`config.mk`:
```
export PLATFORM = sky130hd
export DESIGN_NAME = match_based_pwm_unit
export DESIGN_NICKNAME = d
export VERILOG_FILES = /design/src/pwm_pkg.sv /design/src/pwm_tick_if.sv /design/src/pwm_clk_select.sv /design/src/pwm_out_stage.sv /design/src/match_based_pwm_unit.sv
export SDC_FILE = /design/constraint.sdc
export NUM_CORES = 1
export LEC_CHECK = 0
export ABC_CLOCK_PERIOD_IN_PS = 8000
export BUFFER_PORTS_ARGS = -buffer_cell sky130_fd_sc_hd__buf_4
export CAP_MARGIN = 20
export CORE_MARGIN = 2
export CORE_UTILIZATION = 24
export DETAILED_ROUTE_END_ITERATION = 8
export MAX_ROUTING_LAYER = met4
export PLACE_DENSITY_LB_ADDON = 0.3
export SETUP_SLACK_MARGIN = 0.1
export SYNTH_ARGS = -nofsm -noshare
export SYNTH_HDL_FRONTEND = slang
export SYNTH_SLANG_ARGS = --single-unit
```
`constraint.sdc`:
```
create_clock -name clk_sys -period 8 [get_ports clk_sys]
set_input_delay 1.2 -clock clk_sys [delete_from_list [all_inputs] [get_ports clk_sys]]
set_output_delay 1.2 -clock clk_sys [all_outputs]
set_load 0.005 [all_outputs]
```
`src/pwm_pkg.sv`:
```
// Package with register offsets, field layouts and reset values of the match PWM unit.
package pwm_pkg;
  localparam int NUM_MATCH = 7;
  localparam int NUM_OUT = 6;
  localparam int CNT_W = 32;
  localparam int CAP_W = 4;
  localparam logic [5:0] ADDR_CTRL = 6'h00;
  localparam logic [5:0] ADDR_COUNT = 6'h04;
  localparam logic [5:0] ADDR_PRESCALE = 6'h08;
  localparam logic [5:0] ADDR_MATCH_CTRL = 6'h0C;
  localparam logic [5:0] ADDR_EDGE_MODE = 6'h10;
  localparam logic [5:0] ADDR_OUT_ENABLE = 6'h14;
  localparam logic [5:0] ADDR_IRQ_STATUS = 6'h18;
  localparam logic [5:0] ADDR_IRQ_MASK = 6'h1C;
  localparam logic [5:0] ADDR_MATCH_BASE = 6'h20;
  localparam int CTRL_RUN = 0;
  localparam int CTRL_CLR = 1;
  localparam int CTRL_SRC = 2;
  localparam int CTRL_CAP_LO = 3;
  localparam int CTRL_EDGE_LO = 5;
  localparam int MC_IRQ = 0;
  localparam int MC_RESET = 1;
  localparam int MC_STOP = 2;
  localparam logic [31:0] CTRL_RESET = 32'h0000_0000;
  localparam logic [CNT_W-1:0] MATCH_RESET = 32'h0000_0000;
  typedef enum logic [1:0] {CAP_RISE, CAP_FALL, CAP_BOTH, CAP_NONE} cap_edge_t;
  typedef logic [CNT_W-1:0] count_t;
endpackage

```
`src/pwm_tick_if.sv`:
```
// Interface carrying count tick and match events between the PWM modules.
`timescale 1ns/100ps
interface pwm_tick_if;
  logic tick;
  logic period_start;
  logic [pwm_pkg::NUM_MATCH-1:0] match_hit;
  modport src (output tick, output period_start, output match_hit);
  modport dst (input tick, input period_start, input match_hit);
endinterface

```
`src/pwm_clk_select.sv`:
```
// Count-clock source selector: peripheral clock ticks or capture input edges.
`timescale 1ns/100ps
module pwm_clk_select
  import pwm_pkg::*;
(
  input wire logic clk_sys,
  input wire logic rst,
  input wire logic run,
  input wire logic use_capture,
  input wire logic [1:0] cap_sel,
  input wire logic [1:0] cap_edge,
  input wire logic [CAP_W-1:0] capture_in,
  input wire logic [31:0] prescale,
  output logic tick
);
  typedef struct packed {
    logic [CAP_W-1:0] cap_prev;
    logic [31:0] pre_cnt;
  } sel_state_t;
  sel_state_t s_q, s_d;
  logic cap_now, cap_old, edge_hit;

  always_comb begin
    s_d = s_q;
    s_d.cap_prev = capture_in;
    cap_now = capture_in[cap_sel];
    cap_old = s_q.cap_prev[cap_sel];
    case (cap_edge_t'(cap_edge))
      CAP_RISE: edge_hit = cap_now & ~cap_old;
      CAP_FALL: edge_hit = ~cap_now & cap_old;
      CAP_BOTH: edge_hit = cap_now ^ cap_old;
      default: edge_hit = 1'b0;
    endcase
    tick = 1'b0;
    if (!run) begin
      s_d.pre_cnt = 32'h0000_0000;
    end else if (use_capture) begin
      tick = edge_hit;
    end else if (s_q.pre_cnt >= prescale) begin
      s_d.pre_cnt = 32'h0000_0000;
      tick = 1'b1;
    end else begin
      s_d.pre_cnt = s_q.pre_cnt + 32'h0000_0001;
    end
  end

  always_ff @(posedge clk_sys) begin
    if (rst) begin
      s_q <= '0;
    end else begin
      s_q <= s_d;
    end
  end
endmodule

```
`src/pwm_out_stage.sv`:
```
// Output stage forming the six PWM outputs from match events.
`timescale 1ns/100ps
module pwm_out_stage
  import pwm_pkg::*;
(
  input wire logic clk_sys,
  input wire logic rst,
  pwm_tick_if.dst ev,
  input wire logic [NUM_OUT-1:0] double_edge,
  input wire logic [NUM_OUT-1:0] out_enable,
  output logic [NUM_OUT-1:0] pwm_out
);
  typedef struct packed {
    logic [NUM_OUT-1:0] lvl;
  } out_state_t;
  out_state_t s_q, s_d;

  always_comb begin
    s_d = s_q;
    for (int n = 1; n <= NUM_OUT; n++) begin
      if (double_edge[n-1] && n >= 2) begin
        // Output n is set by match n-1 and cleared by match n.
        if (ev.match_hit[n-1]) begin
          s_d.lvl[n-1] = 1'b1;
        end
        if (ev.match_hit[n]) begin
          s_d.lvl[n-1] = 1'b0;
        end
      end else begin
        if (ev.period_start) begin
          s_d.lvl[n-1] = 1'b1;
        end
        if (ev.match_hit[n]) begin
          s_d.lvl[n-1] = 1'b0;
        end
      end
    end
  end

  always_ff @(posedge clk_sys) begin
    if (rst) begin
      s_q <= '0;
    end else begin
      s_q <= s_d;
    end
  end

  assign pwm_out = s_q.lvl & out_enable;
endmodule

```
`src/match_based_pwm_unit.sv`:
```
// Top of the match PWM unit: Avalon-MM registers, counter, match logic and interrupt.
//
// The placing of the registers and the Avalon-MM interface to the registers were left to the implementer.
`timescale 1ns/100ps
module match_based_pwm_unit
  import pwm_pkg::*;
(
  input wire logic clk_sys,
  input wire logic rst,
  input wire logic [5:0] avs_address,
  input wire logic avs_read,
  input wire logic avs_write,
  input wire logic [31:0] avs_writedata,
  input wire logic [3:0] avs_byteenable,
  output logic [31:0] avs_readdata,
  output logic avs_waitrequest,
  input wire logic [pwm_pkg::CAP_W-1:0] capture_in,
  output logic [pwm_pkg::NUM_OUT-1:0] pwm_out,
  output logic irq
);
  import pwm_pkg::*;

  typedef struct packed {
    logic [31:0] ctrl;
    logic [31:0] prescale;
    logic [3*NUM_MATCH-1:0] match_ctrl;
    logic [NUM_OUT-1:0] edge_mode;
    logic [NUM_OUT-1:0] out_en;
    logic [NUM_MATCH-1:0] irq_status;
    logic [NUM_MATCH-1:0] irq_mask;
    logic [NUM_MATCH-1:0][CNT_W-1:0] match;
    count_t count;
    logic [31:0] rdata;
    logic ack;
  } top_state_t;
  top_state_t s_q, s_d;

  pwm_tick_if ev ();
  logic tick;
  logic [NUM_MATCH-1:0] hit;
  logic [NUM_MATCH-1:0] clr_bits;
  logic do_reset, do_stop;
  logic [31:0] wmask;
  logic access;

  function automatic logic [31:0] merge(input logic [31:0] old, input logic [31:0] nv,
                                        input logic [31:0] m);
    merge = (old & ~m) | (nv & m);
  endfunction

  pwm_clk_select u_sel (
    .clk_sys(clk_sys),
    .rst(rst),
    .run(s_q.ctrl[CTRL_RUN] & ~s_q.ctrl[CTRL_CLR]),
    .use_capture(s_q.ctrl[CTRL_SRC]),
    .cap_sel(s_q.ctrl[CTRL_CAP_LO +: 2]),
    .cap_edge(s_q.ctrl[CTRL_EDGE_LO +: 2]),
    .capture_in(capture_in),
    .prescale(s_q.prescale),
    .tick(tick)
  );

  always_comb begin
    for (int i = 0; i < NUM_MATCH; i++) begin
      hit[i] = tick && (s_q.count == s_q.match[i]);
    end
  end

  assign ev.tick = tick;
  assign ev.match_hit = hit;
  assign ev.period_start = hit[0];

  pwm_out_stage u_out (
    .clk_sys(clk_sys),
    .rst(rst),
    .ev(ev),
    .double_edge(s_q.edge_mode),
    .out_enable(s_q.out_en),
    .pwm_out(pwm_out)
  );

  always_comb begin
    s_d = s_q;
    wmask = {{8{avs_byteenable[3]}}, {8{avs_byteenable[2]}},
             {8{avs_byteenable[1]}}, {8{avs_byteenable[0]}}};
    access = (avs_read | avs_write) & ~s_q.ack;
    s_d.ack = access;
    clr_bits = '0;
    do_reset = hit[0];
    do_stop = 1'b0;
    for (int i = 0; i < NUM_MATCH; i++) begin
      if (hit[i] && s_q.match_ctrl[3*i+MC_RESET]) begin
        do_reset = 1'b1;
      end
      if (hit[i] && s_q.match_ctrl[3*i+MC_STOP]) begin
        do_stop = 1'b1;
      end
    end
    // Counter: CLR holds it at zero; on a tick, reset on match 0 or a reset-enabled match, otherwise count up.
    if (s_q.ctrl[CTRL_CLR]) begin
      s_d.count = '0;
    end else if (tick) begin
      if (do_reset) begin
        s_d.count = '0;
      end else begin
        s_d.count = s_q.count + 32'h0000_0001;
      end
    end
    if (do_stop) begin
      s_d.ctrl[CTRL_RUN] = 1'b0;
    end
    if (access && avs_write) begin
      if (avs_address == ADDR_CTRL) begin
        s_d.ctrl = merge(s_q.ctrl, avs_writedata, wmask) & 32'h0000_007F;
        if (do_stop) begin
          s_d.ctrl[CTRL_RUN] = 1'b0;
        end
      end else if (avs_address == ADDR_PRESCALE) begin
        s_d.prescale = merge(s_q.prescale, avs_writedata, wmask);
      end else if (avs_address == ADDR_MATCH_CTRL) begin
        s_d.match_ctrl = 21'(merge(32'(s_q.match_ctrl), avs_writedata, wmask));
      end else if (avs_address == ADDR_EDGE_MODE) begin
        s_d.edge_mode = 6'(merge(32'(s_q.edge_mode), avs_writedata, wmask));
      end else if (avs_address == ADDR_OUT_ENABLE) begin
        s_d.out_en = 6'(merge(32'(s_q.out_en), avs_writedata, wmask));
      end else if (avs_address == ADDR_IRQ_STATUS) begin
        clr_bits = 7'(avs_writedata & wmask);
      end else if (avs_address == ADDR_IRQ_MASK) begin
        s_d.irq_mask = 7'(merge(32'(s_q.irq_mask), avs_writedata, wmask));
      end else if (avs_address >= ADDR_MATCH_BASE && avs_address[4:2] != 3'h7) begin
        s_d.match[avs_address[4:2]] =
          merge(s_q.match[avs_address[4:2]], avs_writedata, wmask);
      end
    end
    // Sticky status: a new event wins over a write-one clear.
    for (int i = 0; i < NUM_MATCH; i++) begin
      s_d.irq_status[i] = (s_q.irq_status[i] & ~clr_bits[i]) |
                          (hit[i] & s_q.match_ctrl[3*i+MC_IRQ]);
    end
    s_d.rdata = s_q.rdata;
    if (access && avs_read) begin
      if (avs_address == ADDR_CTRL) begin
        s_d.rdata = s_q.ctrl;
      end else if (avs_address == ADDR_COUNT) begin
        s_d.rdata = s_q.count;
      end else if (avs_address == ADDR_PRESCALE) begin
        s_d.rdata = s_q.prescale;
      end else if (avs_address == ADDR_MATCH_CTRL) begin
        s_d.rdata = 32'(s_q.match_ctrl);
      end else if (avs_address == ADDR_EDGE_MODE) begin
        s_d.rdata = 32'(s_q.edge_mode);
      end else if (avs_address == ADDR_OUT_ENABLE) begin
        s_d.rdata = 32'(s_q.out_en);
      end else if (avs_address == ADDR_IRQ_STATUS) begin
        s_d.rdata = 32'(s_q.irq_status);
      end else if (avs_address == ADDR_IRQ_MASK) begin
        s_d.rdata = 32'(s_q.irq_mask);
      end else if (avs_address >= ADDR_MATCH_BASE && avs_address[4:2] != 3'h7) begin
        s_d.rdata = s_q.match[avs_address[4:2]];
      end else begin
        s_d.rdata = 32'h0000_0000;
      end
    end
  end

  always_ff @(posedge clk_sys) begin
    if (rst) begin
      s_q <= '0;
      s_q.ctrl <= CTRL_RESET;
    end else begin
      s_q <= s_d;
    end
  end

  assign avs_waitrequest = (avs_read | avs_write) & ~s_q.ack;
  assign avs_readdata = s_q.rdata;
  assign irq = |(s_q.irq_status & s_q.irq_mask);
endmodule

```
---- Word-level counts from Yosys, hierarchy flattened ----
Index checks and enable logic that the tools add are counted.
word-level totals
  logic and storage cells ................. 245
  bits in registers ....................... 417
  output and inout bits ................... 40
cells by class
  multiplexer cells ....................... 78
  order comparisons ....................... 5
  reduce and logical (&&, ||, !) cells .... 48
  bitwise logic cells ..................... 64
  eq/ne operators ......................... 22
  $add $sub $neg .......................... 2
operators by type and width
  cell                   number
  $mux 32                14
  $bwmux 224             1
  $eq 32x32->1           7
  $and 32x32->32         3
  $bmux 32 s3            1
  $demux 32 s3           1
  $mux 66                1
  $mux 65                1
  $add 32x1->32 const B  2
  $or 32x32->32          2
  $mux 7                 7
  $mux 1                 43
  $mux 33                1
  $ge 32x32->1           1
  $not 32->32            1
  $logic_and 1x1->1      25
  $eq 6x5->1 const B     4
  $and 21x21->21         1
  $and 7x7->7            3
  $mux 21                1
  $or 21x21->21          1
  $not 1->1              19
  $and 1x1->1            18
  $and 6x6->6            3
  30 further kinds       58

---- Logic depth before layout (Yosys ltp) ----
Gate-level depths: netlist of run 1.
  depth after elaboration ................. 19
  depth in mapped cells ................... 12

---- Modules after synthesis ----
A second synthesis of run 1 with hierarchy kept.
second synthesis, totals
  cell total of the unflattened synthesis .. 2846
  area, all modules ....................... 23035.8 µm²
modules (own cells, without submodules)
  module                instances  seq. area each (µm²)  cells an instance  area an instance (µm²)
  match_based_pwm_unit  1          7507.2                2439               19844.0
  pwm_clk_select        1          720.7                 378                2919.0
  pwm_out_stage         1          120.1                 29                 272.8

---- Worst setup path before layout of run 1 ----
No wires, ideal clock.
  kind .................................... in2reg
  from .................................... in capture_in[3] in the netlist's numbering
  to ...................................... reg s_q[46] in the netlist's numbering
  data required time ...................... 7930 ps
  cell stages on the path ................. 9
  path slack .............................. 4550 ps
  setup time .............................. 70 ps
  arrival ................................. 3380 ps
  path buffers ............................ 2
  path through ............................ mux4_2 -> ha_1 -> o221ai_1 -> and3b_1 -> clkbuf_1 -> o21ai_1 -> buf_2 -> or4_1 -> a21oi_1
on the way
  word-level cells in the longest chain between the ends .. 17
  elaborated cells between the ends (all ways) .. 31
  those cells by class .................... mux: 13; bitwise: 4; reduce/logical: 14
RTL lines
  element                           line                         RTL
  start: declaration                match_based_pwm_unit.sv:17   input wire logic [pwm_pkg::CAP_W-1:0] capture_in,
  $bmux 1 s2 (*)                    pwm_clk_select.sv:26         cap_now = capture_in[cap_sel];
  $mux 1 (implied by the code) (*)  pwm_clk_select.sv:26
  $not 1->1                         pwm_clk_select.sv:30         CAP_FALL: edge_hit = ~cap_now & cap_old;
  $and 1x1->1                       pwm_clk_select.sv:30
  $pmux 1 s3 (*)                    pwm_clk_select.sv:28         case (cap_edge_t'(cap_edge))
  $mux 1 (*)                        pwm_clk_select.sv:37         end else if (use_capture) begin
  $mux 1 (*)                        pwm_clk_select.sv:35         if (!run) begin
  $logic_and 1x1->1                 match_based_pwm_unit.sv:65   hit[i] = tick && (s_q.count == s_q.match[i]);
  $logic_and 1x1->1                 match_based_pwm_unit.sv:92   if (hit[i] && s_q.match_ctrl[3*i+MC_RESET]) begin
  $mux 1 (7 in a row)               match_based_pwm_unit.sv:92
  $mux 32                           match_based_pwm_unit.sv:103  if (do_reset) begin
  end: declaration                  match_based_pwm_unit.sv:36   top_state_t s_q, s_d;
Mark *: on every way between the ends. The rest lies on a longest branch, timed or not. The select of a mux whose other input is x is not followed.
A chain may end at the register's enable or synchronous reset.

---- Final worst setup path of run 1 ----
  from .................................... reg s_q[61] in the netlist's numbering
  to ...................................... reg s_q[57] in the netlist's numbering
on the way
  word-level cells in the longest chain between the ends .. 11
  elaborated cells between the ends (all ways) .. 29
  those cells by class .................... eq/ne: 7; mux: 8; reduce/logical: 14
RTL lines
  element              line
  $eq 32x32->1         match_based_pwm_unit.sv:65
  $logic_and 1x1->1    match_based_pwm_unit.sv:65
  $logic_and 1x1->1    match_based_pwm_unit.sv:92
  $mux 1 (6 in a row)  match_based_pwm_unit.sv:92
  $mux 1 (*)           match_based_pwm_unit.sv:92
  $mux 32 (*)          match_based_pwm_unit.sv:103
Mark *: on every way between the ends. The rest lies on a longest branch, timed or not.

==> results.yml, run 1 <==
synth:
  syn_area_per_cell_sq_um: 7.855
  synthCells: 2868
  async_flop_share_pct: 0
  synth_seq_area_share_pct: 37.06
  synth.lib_cells_used.distinct: 65
  ys_seq_elements: 417
  postSynth.topFlopCell: "sky130_fd_sc_hd__dfxtp_1"
  postSynthNetCount: 2954
  synthesis.yosys.warnings: 0
  synth-edff-count: 0
  mappedNetlistArea_sq_um: 22530
power_and_ir_drop:
  max-vdd-ir-drop_v: 0.0001366
  report.power.total_mw: 4.726
  clkPwrFrac_pct: 48.2
  p_int_mw: 3.490
  seq_power_share_pct: 44.6
  static-leakage-power_nw: 9.139
  power_density_nw_per_um2: 183.9
  total_switching_power_mw: 1.236
  p_comb_share_pct: 7.2
  switching_share_pct: 26.16
job:
  drv.max_cap_violation_count: 0
die:
  dieArea_sq_um: 96330
  initial_utilization_pct: 24.17
  core_footprint_sq_um: 93190
  placementRows: 112
  floorplan.die.height_microns: 310.4
  die_x_microns: 310.4
  pin_count: 90
clock_network:
  cts_repair_resize_count: 0
  cts_tree: "yes"
  clock_tree.htree_level_count: 2
  clock_tree.root_cell: "sky130_fd_sc_hd__clkbuf_16"
  cts-buffers-inserted: 50
  post_cts_hold_buffer_count: 0
  cts-root-to-sink-buffers: 3
  clock_edge_transition_at_the_registers_on_the_reported_setup_and_hold_paths_ns: 0.06
  clk_latency_ns: 0.63
  cts.sinks: 417
  cts_post_setup_buffers_inserted: 0
final_layout:
  final_layout_size_suffix_gt1_share_pct: 9.187
  syn2layout_area_growth_pct: 14.06
  n_antenna_cell: 0
  finish.net_count: 2893
  most-common-layout-cells: "sky130_fd_sc_hd__nand2_1 (680), sky130_fd_sc_hd__dfxtp_1 (417), sky130_fd_sc_hd__a21oi_1 (362), sky130_fd_sc_hd__xor2_1 (135), sky130_fd_sc_hd__mux2i_1 (127)"
  mostFrequentLayoutCell: "sky130_fd_sc_hd__nand2_1"
sta:
  worst_slew_pin_slew_ns: 1.385
  max_slew_margin_pct: 7.671
  setup_tns_ns: 0
  rsz0062_at_grt: "false"
  min_period_over_period_pct: 49.64
  finalHoldViolations: 0
  clock_skew_ns: 0.02841
  fmax_ghz: 0.2518
  finalHoldWorstSlack_ns: 0.4487
  finalWorstPathRequiredPeriod_ns: 3.971
  setup_violations: 0
  finalMaxSlewViolations: 0
route:
  route.detailed.vias_per_inst: 5.113
  antenna_violating_nets_post_route: 0
  finalWirelength_microns: 96830
  drt-pass1-iter-count: 8
  drt_iter0_drc: 2489
  routed-via-count: 20940
  detail_route.drc_violations: 0
  wl_per_cell_microns: 23.65
global_route:
  globalRouteOverflowTotal: 0
  grt_antenna_before_repair: 0
  grt.total_usage_pct: 20.21
  first_global_vias: 19500
  grt_max_degree: 209
  wire_length_of_the_first_global_routing_pass_microns: 139300
setup_path:
  worstSetupPathType: "flop to flop"
  reg2reg_depth: 8
  setup.worst_path.end_class: "flop"
  worstPathRequired_ns: 8.48
  crit_arrival_ns: 4.45
  critical_path.max_fanout: 32
  critical_path.startpoint_type: "flop"
  worst_reg_to_reg_setup_slack_ns: 4.03
worst_hold_path:
  hold_depth: 2
  hold_class: "flop to flop"
placed_design:
  hpwl_after_dpl_microns: 67910
  routabilityCongestion: 0.9630
  port_buffers: 89
status:
  status: "finished clean"
## synthesized netlist by cell type, drive strengths merged, types with 10 or more instances
cell	instances	area share, %
nor2	89	1.5
inv	80	1.3
buf	80	2.0
or4	10	0.33
xnor2	97	3.8
nand3	67	1.5
ha	36	2.0
o221ai	13	0.51
and2	14	0.39
or3	31	0.86
a22o	14	0.54
a21oi	363	8.1
clkbuf	163	2.7
mux4	33	3.3
nor3	30	0.69
mux2i	127	5.6
nor4	44	1.2
nand2	680	11
dfxtp	417	37
o22ai	26	0.72
xor2	135	5.2
nand4	51	1.4
o21ai	111	2.5
a31oi	18	0.50
a22oi	31	1.0
## power by group through the flow
stage               registers [mW]  clock network [mW]  logic (mW)
CTS                           2.11                2.30       0.334
finish                        2.11                2.28       0.341
floorplan                     2.15                   0       0.193
detailed placement            2.15                   0       0.333
global route                  2.11                2.38       0.357
global placement              2.15                   0       0.332
## metrics by stage
stage / setup WS, ns / cell area, sq um / cells / utilization (%)
floorplan: 4.550 / 22530 / 2868 / -
global placement: 3.546 / 24080 / 4006 / 25.84
detailed placement: 3.543 / 24120 / 4008 / 25.88
CTS: 4.193 / 25690 / 4094 / 27.57
global route: 3.991 / 25700 / 4095 / 27.57
finish: 4.029 / 25700 / 4095 / 27.57
## kinds of logic (layout without fill, tap and decap cells)
logic type	after synthesis	after routing	share of synthesized area [%]
fa+ha+maj	36	36	1.999
xor+xnor	232	232	9.020
buf+inv	324	297	6.071
mux	161	161	8.992
simple gates	1053	1053	20.34
flops	417	417	37.06
compound gates	645	645	16.52
## area by class of cell
cell class,instances,area [sq um]
Timing Repair Buffer,130,1020
Inverter,81,304.0
Sequential cell,417,8348
Clock inverter,11,127.6
Clock buffer,75,1445
Fill cell,10040,67490
Multi-Input combinational cell,2127,12880
Tap cell,1254,1569
## per-layer routing
metal  share of wire [%]  track usage (%)  vias up  wire [microns]
met5                   0                -        -               0
met4                 4.2            7.932        0            4114
met3                 7.5            3.269      165            7256
met2                  46            31.29      890           44350
met1                  42            26.29    10110           41100
li1                    -                -     9767               -
## path summary, 6_finish.rpt
kind | start | end
setup / recovery | s_q[61] | s_q[57]
hold / removal | flop | flop
setup reg to reg | s_q[61] | s_q[57]
hold reg to reg | flop | flop
## worst max-delay path: stages (launching register included)
cell and delay (ns):
sky130_fd_sc_hd__dfxtp_1 0.82, sky130_fd_sc_hd__xor2_1 0.24, sky130_fd_sc_hd__nor4_1 0.99, sky130_fd_sc_hd__nand4_1 0.17
sky130_fd_sc_hd__nor2_1 0.70, sky130_fd_sc_hd__a222oi_1 0.27, sky130_fd_sc_hd__a22oi_2 0.16, sky130_fd_sc_hd__buf_4 0.38
sky130_fd_sc_hd__a21oi_1 0.09
Note: power is estimated with default switching activity, not from simulation.
==> inputs of run 2 (changes only) <==
--- a/config.mk
+++ b/config.mk
@@ -5,7 +5,7 @@
 export SDC_FILE = /design/constraint.sdc
 export NUM_CORES = 1
 export LEC_CHECK = 0
-export ABC_CLOCK_PERIOD_IN_PS = 8000
+export ABC_CLOCK_PERIOD_IN_PS = 3350
 export BUFFER_PORTS_ARGS = -buffer_cell sky130_fd_sc_hd__buf_4
 export CAP_MARGIN = 20
 export CORE_MARGIN = 2
==> constraint.sdc (replaced) <==
create_clock -name clk_sys -period 3.35 [get_ports clk_sys]
set_input_delay 0.5025 -clock clk_sys [delete_from_list [all_inputs] [get_ports clk_sys]]
set_output_delay 0.5025 -clock clk_sys [all_outputs]
set_load 0.005 [all_outputs]
==> results.yml, run 2 (synthesis results as in run 1) <==
clock_network:
  cts_repair_resize_count: 0
  cts_post_setup_buffers_inserted: 0
  cts.sinks: 417
  cts_tree: "yes"
  post_cts_hold_buffer_count: 0
  clk_latency_ns: 0.63
  clock_tree.root_cell: "sky130_fd_sc_hd__clkbuf_16"
  cts-buffers-inserted: 50
  cts-root-to-sink-buffers: 3
  clock_edge_transition_at_the_registers_on_the_reported_setup_and_hold_paths_ns: 0.06
  clock_tree.htree_level_count: 2
sta:
  final_critical_path_setup_slack_ns: 0.4064
  finalHoldWorstSlack_ns: 0.1126
  finalWorstPathRequiredPeriod_ns: 2.944
  max_slew_margin_pct: 29.40
  finalHoldViolations: 0
  min_period_over_period_pct: 87.87
  worst_slew_pin_slew_ns: 1.030
  finalMaxSlewViolations: 0
  setup_tns_ns: 0
  setup_violations: 0
  clock_skew_ns: 0.03481
  rsz0062_at_grt: "false"
  fmax_ghz: 0.3397
setup_path:
  critical_path.max_fanout: 13
  worstPathRequired_ns: 3.84
  critical_path.max_stage_delay_ns: 0.84
  setup.worst_path.end_class: "flop"
  worstSetupPathType: "flop to flop"
  worstPathCellList: "buf_4, xnor2_1, nand4_1, nor4_1, buf_4, nand3_1, and4b_1, a22oi_2, buf_4, a21oi_1"
  slowest_stage: "sky130_fd_sc_hd__dfxtp_1"
  crit_arrival_ns: 3.43
  worst-path-buf-inv: 3
  critPathTopFamily: "flip-flops"
  critical_path.startpoint_type: "flop"
  crit_path_frequent_cell: "sky130_fd_sc_hd__buf_4"
final_layout:
  finish.net_count: 2989
  mostFrequentLayoutCell: "sky130_fd_sc_hd__nand2_1"
  n_antenna_cell: 0
  fillCellCount: 10060
  final_layout_size_suffix_gt1_share_pct: 12.44
  most-common-layout-cells: "sky130_fd_sc_hd__nand2_1 (680), sky130_fd_sc_hd__dfxtp_1 (417), sky130_fd_sc_hd__a21oi_1 (362), sky130_fd_sc_hd__buf_4 (215), sky130_fd_sc_hd__xor2_1 (135)"
  syn2layout_area_growth_pct: 17.92
route:
  drt_iter0_drc: 2379
  routed-via-count: 21320
  antenna_violating_nets_post_route: 0
  wl_per_cell_microns: 23.33
  finalWirelength_microns: 97870
  detail_route.drc_violations: 0
  drt-pass1-iter-count: 8
  route.detailed.vias_per_inst: 5.081
power_and_ir_drop:
  p_comb_share_pct: 7.6
  static-leakage-power_nw: 9.685
  p_int_mw: 8.488
  seq_power_share_pct: 43.7
  switching_share_pct: 26.10
  total_switching_power_mw: 2.999
  clkPwrFrac_pct: 48.6
  max-vdd-ir-drop_v: 0.0003719
  power_density_nw_per_um2: 432.4
global_route:
  use_met3_pct: 2.350
  grt_max_degree: 134
  wire_length_of_the_first_global_routing_pass_microns: 140900
  first_global_vias: 19750
  globalRouteOverflowTotal: 0
  grt.met1_usage_pct: 26.38
  grt_use_met2_pct: 32.58
  grt-busiest-layer: "met2"
  grt_antenna_before_repair: 0
  grt.total_usage_pct: 20.40
die:
  pin_count: 90
  placementRows: 112
  die_x_microns: 310.4
  initial_utilization_pct: 24.17
  dieArea_sq_um: 96330
  floorplan.die.height_microns: 310.4
  core_footprint_sq_um: 93190
placed_design:
  place_ws_ns: 0.3367
  hpwl_after_dpl_microns: 71100
  port_buffers: 89
  routabilityCongestion: 0.9729
status:
  status: "finished clean"
job:
  drv.max_cap_violation_count: 0
worst_hold_path:
  hold_class: "input pin to flop"
[run 2: worst register-to-register path, cell delays in order, from the launching register on]
cell and delay, ns:
sky130_fd_sc_hd__dfxtp_1 0.84, sky130_fd_sc_hd__buf_4 0.30, sky130_fd_sc_hd__xnor2_1 0.13, sky130_fd_sc_hd__nand4_1 0.19, sky130_fd_sc_hd__nor4_1 0.35, sky130_fd_sc_hd__buf_4 0.24
sky130_fd_sc_hd__nand3_1 0.07, sky130_fd_sc_hd__and4b_1 0.20, sky130_fd_sc_hd__a22oi_2 0.19, sky130_fd_sc_hd__buf_4 0.24, sky130_fd_sc_hd__a21oi_1 0.07
[run 2: path summary, 6_finish.rpt]
path / startpoint / end / slack (ns) / cells past startpoint
worst max-delay path: s_q[45] / s_q[59] / 0.41 / 10
worst min-delay path: capture_in[2] / u_sel.s_q[34] / 0.11 / 2
worst max register to register: s_q[45] / s_q[59] / 0.41 / 10
worst min register to register: flop / flop / 0.45 / 2
[run 2: layout make-up]
cell class / instances / area [sq um] / share of cell area [%]
clock buffers: 72 / 1444 / 5.435
flip-flops and latches: 417 / 8348 / 31.43
inverters: 81 / 304.0 / 1.145
multi-input cells: 2127 / 12880 / 48.50
repair buffers: 226 / 1821 / 6.853
clock inverters: 19 / 196.4 / 0.7395
well taps: 1254 / 1569 / 5.906
[run 2: routing by layer]
| metal | wire (microns) | vias to the layer above |
|---|---|---|
| met2 | 46030 | 868 |
| li1 | - | 9961 |
| met4 | 4188 | 0 |
| met1 | 41310 | 10320 |
| met5 | 0 | - |
| met3 | 6340 | 169 |
[run 2: power by group through the flow]
| stage | combinational (mW) | clock (mW) | sequential, mW |
|---|---|---|---|
| after floorplan | 0.462 | 0 | 5.12 |
| after global placement | 0.865 | 0 | 5.13 |
| after detailed placement | 0.862 | 0 | 5.13 |
| after CTS | 0.863 | 5.65 | 5.02 |
| after global routing | 0.913 | 5.85 | 5.03 |
| final | 0.877 | 5.59 | 5.02 |
[run 2: metrics by stage]
stage	area, sq um	cells	total power [mW]	utilization (%)
5_1_grt	26560	4196	11.79	28.51
2_1_floorplan	22530	2868	5.585	-
4_1_cts	26560	4196	11.54	28.51
3_3_place_gp	24920	4105	5.998	26.75
6_report	26560	4196	11.49	28.51
3_5_place_dp	24920	4105	5.995	26.75
==> inputs of run 3 (changes only) <==
--- a/config.mk
+++ b/config.mk
@@ -5,7 +5,7 @@
 export SDC_FILE = /design/constraint.sdc
 export NUM_CORES = 1
 export LEC_CHECK = 0
-export ABC_CLOCK_PERIOD_IN_PS = 3350
+export ABC_CLOCK_PERIOD_IN_PS = 3700
 export BUFFER_PORTS_ARGS = -buffer_cell sky130_fd_sc_hd__buf_4
 export CAP_MARGIN = 20
 export CORE_MARGIN = 2
==> constraint.sdc (replaced) <==
create_clock -name clk_sys -period 3.7 [get_ports clk_sys]
set_input_delay 0.555 -clock clk_sys [delete_from_list [all_inputs] [get_ports clk_sys]]
set_output_delay 0.555 -clock clk_sys [all_outputs]
set_load 0.005 [all_outputs]
==> results.yml, run 3 (synthesis results as in run 1) <==
status:
  status: "finished clean"
clock_network:
  clock_tree.root_cell: "sky130_fd_sc_hd__clkbuf_16"
  clock_tree.htree_level_count: 2
  cts_tree: "yes"
  cts-root-to-sink-buffers: 3
  clk_latency_ns: 0.61
  clock_edge_transition_at_the_registers_on_the_reported_setup_and_hold_paths_ns: 0.07
  cts-buffers-inserted: 50
  cts.sinks: 417
  cts_post_setup_buffers_inserted: 0
sta:
  fmax_ghz: 0.3031
  rsz0062_at_grt: "false"
  setup_tns_ns: 0
  finalHoldWorstSlack_ns: 0.1696
  max_slew_margin_pct: 26.06
  setup_violations: 0
  finalMaxSlewViolations: 0
  final_critical_path_setup_slack_ns: 0.4003
  clock_skew_ns: 0.01989
  finalHoldViolations: 0
  min_period_over_period_pct: 89.18
  finalWorstPathRequiredPeriod_ns: 3.300
  worst_slew_pin_slew_ns: 1.078
route:
  drt_iter0_drc: 2565
  antenna_violating_nets_post_route: 0
  drt-pass1-iter-count: 8
  wl_per_cell_microns: 23.72
  detail_route.drc_violations: 0
  route.detailed.vias_per_inst: 5.123
  routed-via-count: 21340
  finalWirelength_microns: 98790
placed_design:
  place_ws_ns: 0.1473
  port_buffers: 89
  routabilityCongestion: 0.9571
  placedInstanceArea_sq_um: 24640
  hpwl_after_dpl_microns: 70090
global_route:
  first_global_vias: 20010
  wire_length_of_the_first_global_routing_pass_microns: 142300
  grt_max_degree: 160
  globalRouteOverflowTotal: 0
  grt_antenna_before_repair: 0
  grt.total_usage_pct: 20.66
setup_path:
  reg2reg_depth: 8
  critical_path.max_fanout: 21
  worstReg2RegEnd: "s_q[63]"
  critical_path.reg2reg.startpoint: "s_q[43]"
  worst_reg_to_reg_setup_slack_ns: 0.40
  timing.critical_path.to: "s_q[63]"
  worstPathRequired_ns: 4.18
  setup.worst_path.end_class: "flop"
  crit_arrival_ns: 3.78
  critical_path.startpoint_type: "flop"
  startpoint: "s_q[43]"
  worstSetupPathType: "flop to flop"
die:
  floorplan.die.height_microns: 310.4
  pin_count: 90
  core_footprint_sq_um: 93190
  placementRows: 112
  initial_utilization_pct: 24.17
  die_x_microns: 310.4
  dieArea_sq_um: 96330
final_layout:
  final_layout_size_suffix_gt1_share_pct: 11.44
  syn2layout_area_growth_pct: 16.96
  n_antenna_cell: 0
  postLayoutCoreUtil_pct: 28.27
  final_area_sq_um: 26350
  finish.net_count: 2958
  most-common-layout-cells: "sky130_fd_sc_hd__nand2_1 (680), sky130_fd_sc_hd__dfxtp_1 (417), sky130_fd_sc_hd__a21oi_1 (362), sky130_fd_sc_hd__buf_4 (187), sky130_fd_sc_hd__xor2_1 (135)"
  mostFrequentLayoutCell: "sky130_fd_sc_hd__nand2_1"
power_and_ir_drop:
  max-vdd-ir-drop_v: 0.0002975
  static-leakage-power_nw: 9.527
  power_density_nw_per_um2: 399.2
worst_hold_path:
  hold_class: "input pin to flop"
  hp-start: "capture_in[0]"
job:
  drv.max_cap_violation_count: 0
## run 3: cell types whose count changed in the layout (fill, tap and decap cells not counted), sizes merged
cell      before  now
clkinvlp       0    1
buf          226  195
clkinv        14    4
inv           83   81
clkbuf        72   83
## run 3: stage by stage
| stage | power (mW) | instances |
|---|---|---|
| 6_report | 10.52 | 4165 |
| 5_1_grt | 10.78 | 4165 |
| 4_1_cts | 10.58 | 4165 |
| 3_5_place_dp | 5.422 | 4074 |
| 3_3_place_gp | 5.421 | 4072 |
| 2_1_floorplan | 5.057 | 2868 |
## run 3: layer usage
layer | GRT usage, % | vias up | wire (microns)
met3 | 2.397 | 213 | 7013
met5 | - | - | 0
met2 | 32.78 | 917 | 45810
met1 | 26.21 | 10330 | 40930
met4 | 9.740 | 0 | 5035
li1 | - | 9877 | -
## run 3: critical path: stages, from the launching register on
cell	delay, ns
sky130_fd_sc_hd__dfxtp_1	0.76
sky130_fd_sc_hd__xnor2_1	0.37
sky130_fd_sc_hd__nand4_1	0.35
sky130_fd_sc_hd__nor4_1	0.69
sky130_fd_sc_hd__a21boi_0	0.18
sky130_fd_sc_hd__and4b_1	0.27
sky130_fd_sc_hd__a22oi_2	0.17
sky130_fd_sc_hd__buf_4	0.30
sky130_fd_sc_hd__a21oi_1	0.08
## run 3: final cells by class
| class | instances | area [sq um] |
|---|---|---|
| clock buffer | 83 | 1577 |
| clock inverter | 8 | 121.4 |
| fill | 10120 | 66840 |
| inverter | 81 | 304.0 |
| multi-input combinational | 2127 | 12890 |
| sequential | 417 | 8348 |
| tap | 1254 | 1569 |
| timing repair buffer | 195 | 1541 |
## run 3: worst min path at each step
| stage | cells past startpoint | to |
|---|---|---|
| 2_1_floorplan | 2 | u_out.s_q[0] |
| 3_3_place_gp | 2 | flop |
| 6_report | 2 | u_sel.s_q[32] |
| 5_1_grt | 2 | u_sel.s_q[35] |
| 4_1_cts | 2 | u_sel.s_q[32] |
| 3_5_place_dp | 2 | flop |
## run 3: power breakdown
| group | internal [mW] | switching, mW | leakage [nW] |
|---|---|---|---|
| logic | 0.234 | 0.553 | 5.33 |
| clock network | 3.09 | 2.09 | 0.833 |
| registers | 4.52 | 0.0269 | 3.36 |
| total | 7.85 | 2.67 | 9.53 |
## run 3: repair_timing
item | in CTS | in global routing
hold endpoints to repair | 0 | 0
setup endpoints to repair | 0 | 4
resized for setup | 0 | 1
hold buffers | 0 | 0
